`config.mk`:
```
export PLATFORM = sky130hd
export DESIGN_NAME = ucl_channel
export DESIGN_NICKNAME = d
export VERILOG_FILES = /design/src/hw/ucl_pkg.sv /design/src/hw/ucl_stream_if.sv /design/src/hw/ucl_skid_buf.sv /design/src/hw/ucl_tx_engine.sv /design/src/hw/ucl_channel.sv
export VERILOG_INCLUDE_DIRS = /design/src /design/src/hw
export SDC_FILE = /design/constraint.sdc
export NUM_CORES = 1
export LEC_CHECK = 0
export ABC_AREA = 1
export ABC_CLOCK_PERIOD_IN_PS = 4860
export CORE_MARGIN = 5
export CORE_UTILIZATION = 30
export CTS_CLUSTER_DIAMETER = 40
export DETAILED_ROUTE_END_ITERATION = 16
export DONT_BUFFER_PORTS = 1
export PLACE_DENSITY = 0.5
export SLEW_MARGIN = 10
export SYNTH_ARGS = -nofsm -noshare
export SYNTH_HDL_FRONTEND = slang
export SYNTH_SLANG_ARGS = --single-unit
export TNS_END_PERCENT = 5
```
`constraint.sdc`:
```
create_clock -name clk_i -period 4.86 [get_ports clk_i]
set_input_delay 0.486 -clock clk_i [delete_from_list [all_inputs] [get_ports clk_i]]
set_output_delay 0.486 -clock clk_i [all_outputs]
set_load 0.02 [all_outputs]
```
`src/hw/ucl_consts.svh`:
```
// register offsets, field positions and timing constants for the uart channel block
`ifndef UCL_CONSTS_SVH
`define UCL_CONSTS_SVH
`define UCL_ADR_RX_MODE     4'h0
`define UCL_ADR_TX_DIV      4'h1
`define UCL_ADR_RX_DIV      4'h2
`define UCL_ADR_INVERT      4'h3
`define UCL_ADR_OUT_LVL     4'h4
`define UCL_ADR_OUT_EN      4'h5
`define UCL_ADR_FILT_EN     4'h6
`define UCL_ADR_CLR_TRIG    4'h7
`define UCL_ADR_TX_DATA     4'h8
`define UCL_ADR_RX_STATUS   4'h9
`define UCL_ADR_RX_DATA     4'ha
`define UCL_ADR_CONTROL     4'hb
`define UCL_DIV_HI          15
`define UCL_DIV_LO          9
`define UCL_SLC_HI          5
`define UCL_SLC_LO          4
`define UCL_PTC_HI          9
`define UCL_PTC_LO          8
`define UCL_DLS_HI          1
`define UCL_DLS_LO          0
`define UCL_RXE_BIT         14
`define UCL_FE_BIT          2
`define UCL_PE_BIT          1
`define UCL_OV_BIT          0
`define UCL_RX_MODE_RST     16'h0087
`define UCL_DIV_RST         16'h9a00
`define UCL_RX_SETUP_CYC    3'd4
`endif

```
`src/hw/ucl_pkg.sv`:
```
// types shared by the uart channel block
package ucl_pkg;
  typedef enum logic [1:0] {UCL_IDLE, UCL_START, UCL_BITS, UCL_STOP} ucl_phase_e;
  typedef logic [8:0] ucl_word_t;

  function automatic logic [3:0] ucl_word_bits(input logic [1:0] code);
    case (code)
      2'b01:   ucl_word_bits = 4'd9;
      2'b10:   ucl_word_bits = 4'd7;
      default: ucl_word_bits = 4'd8;
    endcase
  endfunction

  function automatic logic [7:0] ucl_half_div(input logic [6:0] n);
    ucl_half_div = {1'b0, n};
  endfunction
endpackage

```
`src/hw/ucl_stream_if.sv`:
```
// valid/ready word channel between the block's modules
interface ucl_stream_if;
  logic                  valid;
  logic                  ready;
  ucl_pkg::ucl_word_t    data;
  modport src (output valid, output data, input ready);
  modport dst (input valid, input data, output ready);
endinterface

```
`src/hw/ucl_skid_buf.sv`:
```
// two-entry buffer in the transmit word path
module ucl_skid_buf #(
  parameter int DEPTH = 2
) (
  input  wire logic clk_i,
  input  wire logic rst_i,
  ucl_stream_if.dst in_s,
  ucl_stream_if.src out_s
);
  import ucl_pkg::*;
  ucl_word_t       mem [DEPTH];
  logic [0:0]      wr_ptr;
  logic [0:0]      rd_ptr;
  logic [1:0]      count;
  logic            push;
  logic            pop;

  assign in_s.ready  = (count != 2'(DEPTH));
  assign out_s.valid = (count != 2'd0);
  assign out_s.data  = mem[rd_ptr];
  assign push        = in_s.valid && in_s.ready;
  assign pop         = out_s.valid && out_s.ready;

  always_ff @(posedge clk_i) begin
    if (push) begin
      mem[wr_ptr] <= in_s.data;
    end
  end

  always_ff @(posedge clk_i) begin
    if (rst_i) begin
      wr_ptr <= 1'b0;
      rd_ptr <= 1'b0;
      count  <= 2'd0;
    end else begin
      if (push) begin
        wr_ptr <= ~wr_ptr;
      end
      if (pop) begin
        rd_ptr <= ~rd_ptr;
      end
      count <= count + 2'(push) - 2'(pop);
    end
  end
endmodule

```
`src/hw/ucl_tx_engine.sv`:
```
// transmit serialiser: start, data, parity, stop bits at divided bit rate
module ucl_tx_engine (
  input  wire logic       clk_i,
  input  wire logic       rst_i,
  input  wire logic [6:0] div_i,
  input  wire logic [1:0] stop_code_i,
  input  wire logic [1:0] par_code_i,
  input  wire logic [1:0] len_code_i,
  ucl_stream_if.dst       word_s,
  output logic            line_o,
  output logic            busy_o
);
  import ucl_pkg::*;
  ucl_phase_e  phase;
  logic [7:0]  half_cnt;
  logic        half_tgl;
  logic        bit_tick;
  logic [9:0]  shreg;
  logic [3:0]  bits_left;
  logic [1:0]  stops_left;
  logic [3:0]  nbits;
  logic        par;
  logic [9:0]  load;

  assign nbits        = ucl_word_bits(len_code_i);
  assign word_s.ready = (phase == UCL_IDLE);
  assign busy_o       = (phase != UCL_IDLE);

  // one bit lasts 2*(N+1) clocks: two half periods of N+1
  always_ff @(posedge clk_i) begin
    if (rst_i || phase == UCL_IDLE) begin
      half_cnt <= 8'd0;
      half_tgl <= 1'b0;
    end else if (half_cnt == ucl_half_div(div_i)) begin
      half_cnt <= 8'd0;
      half_tgl <= ~half_tgl;
    end else begin
      half_cnt <= half_cnt + 8'd1;
    end
  end
  assign bit_tick = half_tgl && (half_cnt == ucl_half_div(div_i));

  always_comb begin
    par = ^(word_s.data & ((9'h1 << nbits) - 9'h1));
    if (par_code_i == 2'b11) begin
      par = ~par;
    end else if (par_code_i == 2'b01) begin
      par = 1'b0;
    end
  end

  // parity goes right after the last data bit, whatever the word length
  assign load = {1'b0, word_s.data & ((9'h1 << nbits) - 9'h1)} | (10'(par) << nbits);

  always_ff @(posedge clk_i) begin
    if (rst_i) begin
      phase      <= UCL_IDLE;
      line_o     <= 1'b1;
      shreg      <= 10'h3ff;
      bits_left  <= 4'd0;
      stops_left <= 2'd0;
    end else begin
      case (phase)
        UCL_IDLE: begin
          line_o <= 1'b1;
          if (word_s.valid) begin
            phase      <= UCL_START;
            line_o     <= 1'b0;
            shreg      <= load;
            bits_left  <= nbits + ((par_code_i != 2'b00) ? 4'd1 : 4'd0);
            stops_left <= stop_code_i;
          end
        end
        UCL_START, UCL_BITS: begin
          if (bit_tick) begin
            if (bits_left != 4'd0) begin
              phase     <= UCL_BITS;
              line_o    <= shreg[0];
              bits_left <= bits_left - 4'd1;
              shreg     <= (nbits == 4'd9 || bits_left != 4'd2) ? {1'b1, shreg[9:1]}
                           : {1'b1, shreg[9:1]} ;
            end else begin
              phase  <= (stops_left == 2'd0) ? UCL_IDLE : UCL_STOP;
              line_o <= 1'b1;
            end
          end
        end
        UCL_STOP: begin
          if (bit_tick) begin
            stops_left <= stops_left - 2'd1;
            if (stops_left == 2'd1) begin
              phase <= UCL_IDLE;
            end
          end
        end
        default: phase <= UCL_IDLE;
      endcase
    end
  end
endmodule

```
`src/hw/ucl_channel.sv`:
```
// uart channel pair: configuration registers, line control, receiver, wishbone slave
//
// Our own choices: the Wishbone register port and the register addresses.
`include "ucl_consts.svh"

module ucl_channel
  import ucl_pkg::*;
(
  input  wire logic        clk_i,
  input  wire logic        rst_i,
  input  wire logic        cyc_i,
  input  wire logic        stb_i,
  input  wire logic        we_i,
  input  wire logic [5:0]  adr_i,
  input  wire logic [3:0]  sel_i,
  input  wire logic [31:0] dat_i,
  output logic      [31:0] dat_o,
  output logic             ack_o,
  output logic             err_o,
  input  wire logic        receive_pin_i,
  output logic             txd_o,
  output logic             txd_oe_o
);
  logic [15:0]   rx_mode_setup_reg;
  logic [15:0]   tx_divider_reg;
  logic [15:0]   rx_divider_reg;
  logic          tx_level_invert;
  logic          tx_idle_level;
  logic          tx_output_enable;
  logic          rx_noise_filter_on;
  logic          rx_start_trigger;
  logic [2:0]    err_flags;
  ucl_word_t     rx_word;
  logic          rx_full;
  logic          hit;
  logic [3:0]    widx;
  logic          wr;
  logic          rd_word;
  logic          tx_busy;
  logic          tx_line;
  logic          tx_push;
  logic [2:0]    clr_req;
  logic [2:0]    err_set;
  logic [2:0]    setup_cnt;

  ucl_stream_if  tx_in();
  ucl_stream_if  tx_out();

  // registers sit at word addresses; sel must cover the low half for the 16-bit data
  assign widx    = adr_i[5:2];
  assign hit     = cyc_i && stb_i && !ack_o && !err_o;
  assign wr      = hit && we_i && (widx <= `UCL_ADR_CONTROL) && sel_i[0] && sel_i[1];
  assign rd_word = hit && !we_i && (widx == `UCL_ADR_RX_DATA);

  always_ff @(posedge clk_i) begin
    if (rst_i) begin
      ack_o <= 1'b0;
      err_o <= 1'b0;
    end else begin
      ack_o <= hit && (widx <= `UCL_ADR_CONTROL);
      err_o <= hit && (widx > `UCL_ADR_CONTROL);
    end
  end

  always_ff @(posedge clk_i) begin
    if (rst_i) begin
      rx_mode_setup_reg  <= `UCL_RX_MODE_RST;
      tx_divider_reg     <= `UCL_DIV_RST;
      rx_divider_reg     <= `UCL_DIV_RST;
      tx_level_invert    <= 1'b0;
      tx_idle_level      <= 1'b1;
      tx_output_enable   <= 1'b0;
      rx_noise_filter_on <= 1'b0;
    end else if (wr) begin
      case (widx)
        `UCL_ADR_RX_MODE:  rx_mode_setup_reg  <= dat_i[15:0];
        `UCL_ADR_TX_DIV:   tx_divider_reg     <= dat_i[15:0];
        `UCL_ADR_RX_DIV:   rx_divider_reg     <= dat_i[15:0];
        `UCL_ADR_INVERT:   tx_level_invert    <= dat_i[0];
        `UCL_ADR_OUT_LVL:  tx_idle_level      <= dat_i[0];
        `UCL_ADR_OUT_EN:   tx_output_enable   <= dat_i[0];
        `UCL_ADR_FILT_EN:  rx_noise_filter_on <= dat_i[0];
        default: ;
      endcase
    end
  end

  // start trigger: a write of 1 to the control word; cleared with receive enable
  always_ff @(posedge clk_i) begin
    if (rst_i || !rx_mode_setup_reg[`UCL_RXE_BIT]) begin
      rx_start_trigger <= 1'b0;
      setup_cnt        <= 3'd0;
    end else begin
      if (setup_cnt != `UCL_RX_SETUP_CYC) begin
        setup_cnt <= setup_cnt + 3'd1;
      end
      // a trigger before the receive path has settled is ignored
      if (wr && widx == `UCL_ADR_CONTROL && dat_i[0] && setup_cnt == `UCL_RX_SETUP_CYC) begin
        rx_start_trigger <= 1'b1;
      end else if (wr && widx == `UCL_ADR_CONTROL && dat_i[1]) begin
        rx_start_trigger <= 1'b0;
      end
    end
  end

  always_comb begin
    dat_o = 32'h0;
    case (widx)
      `UCL_ADR_RX_MODE:   dat_o[15:0] = rx_mode_setup_reg;
      `UCL_ADR_TX_DIV:    dat_o[15:0] = tx_divider_reg;
      `UCL_ADR_RX_DIV:    dat_o[15:0] = rx_divider_reg;
      `UCL_ADR_INVERT:    dat_o[0]    = tx_level_invert;
      `UCL_ADR_OUT_LVL:   dat_o[0]    = tx_idle_level;
      `UCL_ADR_OUT_EN:    dat_o[0]    = tx_output_enable;
      `UCL_ADR_FILT_EN:   dat_o[0]    = rx_noise_filter_on;
      `UCL_ADR_TX_DATA:   dat_o[0]    = tx_busy;
      `UCL_ADR_RX_STATUS: dat_o[3:0]  = {rx_full, err_flags};
      `UCL_ADR_RX_DATA:   dat_o[8:0]  = rx_word;
      `UCL_ADR_CONTROL:   dat_o[0]    = rx_start_trigger;
      default:            dat_o       = 32'h0; // clear triggers read as zero
    endcase
  end

  // transmit path: writes to the data word enter the two-entry buffer
  assign tx_push     = wr && (widx == `UCL_ADR_TX_DATA);
  assign tx_in.valid = tx_push;
  assign tx_in.data  = dat_i[8:0];

  ucl_skid_buf #(
    .DEPTH (2)
  ) u_buf (
    .clk_i (clk_i),
    .rst_i (rst_i),
    .in_s  (tx_in),
    .out_s (tx_out)
  );

  ucl_tx_engine u_tx (
    .clk_i       (clk_i),
    .rst_i       (rst_i),
    .div_i       (tx_divider_reg[`UCL_DIV_HI:`UCL_DIV_LO]),
    .stop_code_i (rx_mode_setup_reg[`UCL_SLC_HI:`UCL_SLC_LO]),
    .par_code_i  (rx_mode_setup_reg[`UCL_PTC_HI:`UCL_PTC_LO]),
    .len_code_i  (rx_mode_setup_reg[`UCL_DLS_HI:`UCL_DLS_LO]),
    .word_s      (tx_out),
    .line_o      (tx_line),
    .busy_o      (tx_busy)
  );

  // output: frame line xor tx_level_invert while a frame runs with enable on, else the idle level, never inverted
  always_ff @(posedge clk_i) begin
    if (rst_i) begin
      txd_o    <= 1'b1;
      txd_oe_o <= 1'b0;
    end else begin
      txd_oe_o <= tx_output_enable;
      if (tx_busy && tx_output_enable) begin
        txd_o <= tx_line ^ tx_level_invert;
      end else begin
        txd_o <= tx_idle_level;
      end
    end
  end

  // receive pin: three-stage synchroniser then optional filter that holds until two successive samples agree
  logic [2:0] rx_sync;
  logic       rx_stable;
  logic       rx_filt;
  logic       rx_in;
  logic       rx_in_q;
  always_ff @(posedge clk_i) begin
    if (rst_i) begin
      rx_sync   <= 3'b111;
      rx_stable <= 1'b1;
      rx_filt   <= 1'b1;
    end else begin
      rx_sync <= {rx_sync[1:0], receive_pin_i};
      if (rx_sync[1] == rx_sync[2]) begin
        rx_stable <= rx_sync[2];
      end
      rx_filt <= rx_stable;
    end
  end
  // filter needs the level to hold one extra clock before it counts
  assign rx_in = rx_noise_filter_on ? ((rx_stable == rx_filt) ? rx_filt : rx_in_q)
                                    : rx_stable;
  always_ff @(posedge clk_i) begin
    if (rst_i) begin
      rx_in_q <= 1'b1;
    end else begin
      rx_in_q <= rx_in;
    end
  end

  // receiver: samples mid-bit at the rx divider rate
  ucl_phase_e  rx_phase;
  logic [8:0]  rx_cnt;
  logic [8:0]  rx_period;
  logic [3:0]  rx_left;
  logic [9:0]  rx_shift;
  logic [3:0]  rx_nbits;
  logic        rx_par_on;
  logic        rx_samp;
  logic [1:0]  rx_code_par;

  assign rx_code_par = rx_mode_setup_reg[`UCL_PTC_HI:`UCL_PTC_LO];
  assign rx_par_on   = (rx_code_par != 2'b00);
  assign rx_nbits    = ucl_word_bits(rx_mode_setup_reg[`UCL_DLS_HI:`UCL_DLS_LO]);
  assign rx_period   = {ucl_half_div(rx_divider_reg[`UCL_DIV_HI:`UCL_DIV_LO]), 1'b1};
  assign rx_samp     = (rx_cnt == rx_period);

  always_ff @(posedge clk_i) begin
    if (rst_i) begin
      rx_phase <= UCL_IDLE;
      rx_cnt   <= 9'd0;
      rx_left  <= 4'd0;
      rx_shift <= 10'h0;
      err_set  <= 3'b000;
      rx_word  <= 9'h0;
      rx_full  <= 1'b0;
    end else begin
      err_set <= 3'b000;
      if (rd_word) begin
        rx_full <= 1'b0;
      end
      case (rx_phase)
        UCL_IDLE: begin
          if (rx_start_trigger && !rx_in) begin
            rx_phase <= UCL_START;
            rx_cnt   <= {1'b0, rx_period[8:1]};
          end
        end
        UCL_START: begin
          rx_cnt <= rx_samp ? 9'd0 : rx_cnt + 9'd1;
          if (rx_samp) begin
            rx_phase <= rx_in ? UCL_IDLE : UCL_BITS;
            rx_left  <= rx_nbits + (rx_par_on ? 4'd1 : 4'd0);
            rx_shift <= 10'h0;
          end
        end
        UCL_BITS: begin
          rx_cnt <= rx_samp ? 9'd0 : rx_cnt + 9'd1;
          if (rx_samp) begin
            rx_shift <= {rx_in, rx_shift[9:1]};
            rx_left  <= rx_left - 4'd1;
            if (rx_left == 4'd1) begin
              rx_phase <= UCL_STOP;
            end
          end
        end
        UCL_STOP: begin
          rx_cnt <= rx_samp ? 9'd0 : rx_cnt + 9'd1;
          if (rx_samp || rx_mode_setup_reg[`UCL_SLC_HI:`UCL_SLC_LO] == 2'b00) begin
            rx_phase <= UCL_IDLE;
            rx_word  <= 9'(rx_shift >> (4'd10 - rx_left_total(rx_nbits, rx_par_on)));
            rx_full  <= 1'b1;
            err_set[`UCL_OV_BIT] <= rx_full && !rd_word;
            err_set[`UCL_FE_BIT] <= rx_samp && !rx_in;
            err_set[`UCL_PE_BIT] <= rx_code_par[1] && (^rx_shift ^ rx_code_par[0]);
          end
        end
        default: rx_phase <= UCL_IDLE;
      endcase
    end
  end

  function automatic logic [3:0] rx_left_total(input logic [3:0] nb, input logic pon);
    rx_left_total = nb + (pon ? 4'd1 : 4'd0);
  endfunction

  // error flags: a new error in the clearing cycle wins over the clear
  assign clr_req = (wr && widx == `UCL_ADR_CLR_TRIG) ? dat_i[2:0] : 3'b000;
  always_ff @(posedge clk_i) begin
    if (rst_i) begin
      err_flags <= 3'b000;
    end else begin
      err_flags <= (err_flags & ~clr_req) | err_set;
    end
  end
endmodule

```
# Word level (Yosys, flattened, before mapping)
# Memories as Yosys holds them, arrays and structs flattened. A register that Yosys moved wholly into a read port is not among the register bits.
# Index checks and enable logic that the tools add are counted.
# op_classes
add_sub_neg	11
magnitude_cmp	2
eq_ne	40
shift	3
n_mux	59
n_bitwise	13
reduce_logical	67
# op_table
op	n
$mux W10	5
$pmux W10 S2	2
$mux W2	14
$logic_and A1 B1 Y1	25
$pmux W4 S2	3
$pmux W7 S3	1
$mux W4	5
$pmux W5 S4	1
$mux W1	18
$mux W9	2
$pmux W9 S2	1
$reduce_and A2 Y1	9
$eq A4 B3 Y1 const B	4
$eq A4 B4 Y1 const B	4
$pmux W3 S5	1
$reduce_bool A2 Y1	7
$eq A2 B2 Y1 const B	6
$ne A2 B2 Y1 const B	6
$pmux W1 S11	1
$eq A2 B1 Y1 const B	5
$ne A2 B1 Y1 const B	5
$or A9 B10 Y10	1
$reduce_xor A10 Y1	1
$shl A1 B4 Y10	1
other kinds (43)	67
# totals
regBits	139
ram_bits	18
input_bits	48
out_inout_bits	36
wordCells	231
memories	1
# memory_table
name	depth	width	rd	rd_clocked_by_memory_dff	wr	line_no	source
u_buf.mem	2	9	1	1	1	ucl_skid_buf.sv:11	ucl_word_t mem [DEPTH];

# Longest topological paths before layout
# logic_depth
ltp_word	12
ltp_mapped	19
ltp_nobuf	17

# Modules after synthesis
# A second synthesis with hierarchy kept.
# unflattened
hier_cells	1143
area_unflattened_um2	8326.7
# modules_own_cells
mod	instances	cells_per_inst	area_per_inst_um2	seq_area_each_um2
ucl_channel	1	782	5460.2	2142.1
ucl_tx_engine	1	296	1915.6	560.5
ucl_skid_buf	1	65	950.9	640.6

# Worst setup path before layout
# No wires, ideal clock.
# synth_timing
path_kind	flip-flop to flip-flop
startpoint	register rx_mode_setup_reg[0]
endpoint	register rx_word[2]
setup_ns	0.070
t_arrival_ns	2.263
required_ns	4.790
path_slack_ns	2.527
path_stages_with_launch	16
path_buffers	0
period_less_slack_ns	2.333
path_cell_list	dfxtp_1 > inv_1 > ha_1 > inv_1 > ha_1 > inv_1 > ha_1 > inv_1 > nand3_1 > nand2_1 > inv_1 > nor2_1 > inv_1 > o32ai_1 > o21ai_0 > a21oi_1
# synth_between
elab_chain_cells	5
word_cells_on_any_way	6
classes_between	add/sub (2); eq/ne (2); shift (1); mux (1)
# synth_rtl
item	line_no	source
from (decl)	ucl_channel.sv:24	logic [15:0] rx_mode_setup_reg;
from (signal assigned)	ucl_channel.sv:67	rx_mode_setup_reg <= `UCL_RX_MODE_RST;
from (signal assigned)	ucl_channel.sv:76	`UCL_ADR_RX_MODE: rx_mode_setup_reg <= dat_i[15:0];
$eq A2 B2 Y1 or $eq A2 B1 Y1 (tied branches)	ucl_pkg.sv:7	case (code)
$pmux W4 S2 (*)	ucl_pkg.sv:7	
$add A4 B4 Y4 (*)	-	
$sub A4 B4 Y4 (*)	ucl_channel.sv:255	rx_word <= 9'(rx_shift >> (4'd10 - rx_left_total(rx_nbits, rx_par_on)));
$shr A10 B4 Y9 (*)	ucl_channel.sv:255	
to (signal assigned)	ucl_channel.sv:255	
to (decl)	ucl_channel.sv:33	ucl_word_t rx_word;
# Mark *: on every way between the ends. The rest lies on a longest branch, timed or not.
# A chain may end at the register's enable or synchronous reset.

# Final worst setup path
# layout_timing
startpoint	register rx_mode_setup_reg[0]
endpoint	register rx_word[3]
# The elaborated chain is that of the path after synthesis.

==> metrics.yaml <==
start_util_pct: 30.6
r2r_start: "rx_mode_setup_reg[0]"
vias: 6861
final_area_mm2: 0.00878
cts.sinks: 158
placed_area_mm2: 0.00823
yosysWarnings: 0
firstDrtPassIters: 5
cp-startpoint: "rx_mode_setup_reg[0]"
insertion_delay_ns: 0.42
rsz0062_at_grt: "false"
drc: 0
io_pins: 84
place_congestion: 0.843
clk_pin_slew_worst_paths_ns: 0.07
ant_nets: 0
period_needed_ns: 3.05
combPwrFrac_pct: 22.4
internal-power_mw: 2.37
cts_hold_buffers: 0
cp_max_fo: 13
cp.required_ns: 5.17
tns_ns: 0
synth_edf_count: 18
dr_wl_met3_um: 814
hold_path_class: "primary input to flip-flop"
multi_input_comb_area_mm2: 0.00388
track_usage_pct: 14.1
grt_pass1_vias: 6306
p_clk_share_pct: 36.3
grt_pass1_wl_um: 34400
num_rows: 59
post_cts_buffers: 0
met2_wirelength_um: 10200
grt_antenna_before_repair: 0
power_leakage_nw: 3.51
ctsResizeCount: 0
regMostFlops: "u_buf.mem"
vias_per_cell: 4.76
fp.dieH_um: 173
fmax_mhz: 327
netlist_area_mm2: 0.00800
cts_buffers: 17
drt_wl_total_um: 21500
synth.distinct_cells: 52
crit_path_end_kind: "flip-flop"
maxSlewViolCount: 0
synth-main-ff-cell: "dfxtp_1"
worst_hold_slack_ns: 0.132
grt_max_degree: 50
cp_data_arrival_time_ns: 3.37
max-cap-violations: 0
grt_overflow: 0
diodes: 0
cp-start-kind: "flip-flop"
syn_inst: 1107
die_area_mm2: 0.0300
largest_reg_flops: 18
maxSlewHeadroom_pct: 37.4
coreArea_mm2: 0.0261
wl_per_cell_um: 14.9
yosysSeqAreaShare_pct: 41.8
setup_viol: 0
area_growth_pct: 9.77
dpl.hpwl_um: 15800
clk_path_buf_depth: 2
synthArstFlopShare_pct: 0
root_buffer: "clkbuf_16"
portBuffers: 0
seqCellArea_mm2: 0.00334
holdCritStartpoint: "rst_i"
layout.nets: 1161
top_layer: "met4"
p_per_area_mw_per_mm2: 405
fin_crit_sh_pct: 62.9
cts_tree: "built"
p_seq_share_pct: 41.3
htreeDepth: 4
power_switching_share_pct: 33.5
drt_iter0_drc: 480
fillers: 2829
path_class: "flip-flop to flip-flop"
status: "finished, final reports clean"
tightest_slew_ns: 0.938
layout_commonest_cell: "nand2_1"
final_cell_mix: "241 x nand2_1, 140 x dfxtp_1, 135 x inv_1"
drt-met1-wl_um: 10100
finalHoldViolCount: 0
ys_ff_latch: 158
vdd_ir_drop_max_v: 0.000245
p_sw_mw: 1.19
drive_gt1_share_pct: 5.87
fin_skew_ns: 0.00933
die_width_um: 173
postSynthAreaPerCell_um2: 7.23
[power by group through the flow]
stage	combinational (mW)	sequential (mW)	clock (mW)
global placement	0.796	1.50	0
floorplan	0.693	1.46	0
finish	0.797	1.47	1.29
CTS	0.804	1.47	1.33
detailed placement	0.799	1.50	0
global route	0.940	1.48	1.38
[stage by stage]
step	cells	utilization (%)	power (mW)	setup slack (ns)
2_1_floorplan	1122	-	2.16	2.53
3_3_place_gp	1410	31.5	2.29	1.85
3_5_place_dp	1410	31.5	2.30	1.84
4_1_cts	1442	33.6	3.60	1.84
5_1_grt	1442	33.6	3.80	1.54
6_report	1442	33.6	3.56	1.81
[cells in the mapped netlist (3+ instances only)]
cell type	instances	area, um^2
nand2_1	241	905
dfxtp_1	140	2800
inv_1	135	507
o21ai_0	118	591
nor2_1	101	379
a21oi_1	93	465
nand3_1	57	285
clkbuf_1	21	78.8
buf_4	19	143
edfxtp_1	18	541
ha_1	18	225
xnor2_1	13	114
xor2_1	13	114
inv_2	11	41.3
nor3_1	11	55.1
o221ai_1	8	70.1
buf_2	7	35.0
o22ai_1	7	43.8
or2_2	7	43.8
o211ai_1	6	45.0
a221o_1	4	40.0
a221oi_1	4	35.0
nand2_2	4	25.0
nand4_1	4	25.0
o31ai_1	4	30.0
a211oi_1	3	22.5
a31oi_1	3	18.8
nor2_2	3	18.8
nor3b_1	3	22.5
[worst max-delay path: stages (launching register included)]
cell and delay (ns):
dfxtp_1 0.39, inv_1 0.11, fa_1 0.90, clkinv_1 0.43, o21ai_0 0.26, nand2_1 0.12, inv_1 0.19, nor2_1 0.10
inv_1 0.13, o22ai_1 0.11, o21ai_1 0.15, a21oi_1 0.05
[path summary, 6_finish.rpt]
check	end	cells past startpoint	slack, ns
max	rx_word[3]	11	1.81
max reg2reg	rx_word[3]	11	1.81
min reg2reg	rx_sync[1]	1	0.41
min	ack_o	1	0.13
[metal layers]
layer	vias up	global-route usage, %
met3	20	2.62
li1	3584	-
met5	-	0
met2	141	23.9
met4	0	4.26
met1	3116	18.4
[layout make-up]
cell class | count | share of cell area (%)
timing repair buffer | 3 | 0.256
sequential | 158 | 38.1
inverter | 148 | 6.32
tap | 335 | 4.77
clock buffer | 17 | 4.84
clock inverter | 15 | 1.52
multi-input combinational | 766 | 44.2
[cell families after synthesis]
| kind of cell | after synthesis | share of synthesized area [%] |
|---|---|---|
| fa+ha+maj | 19 | 3.06 |
| flops | 158 | 41.8 |
| xor+xnor | 26 | 2.85 |
| mux | 2 | 0.250 |
| other cells | 1 | 0.0469 |
| compound gates | 262 | 18.3 |
| buf+inv | 198 | 10.4 |
| simple gates | 441 | 23.3 |
Note: power is estimated with default switching activity, not from simulation.
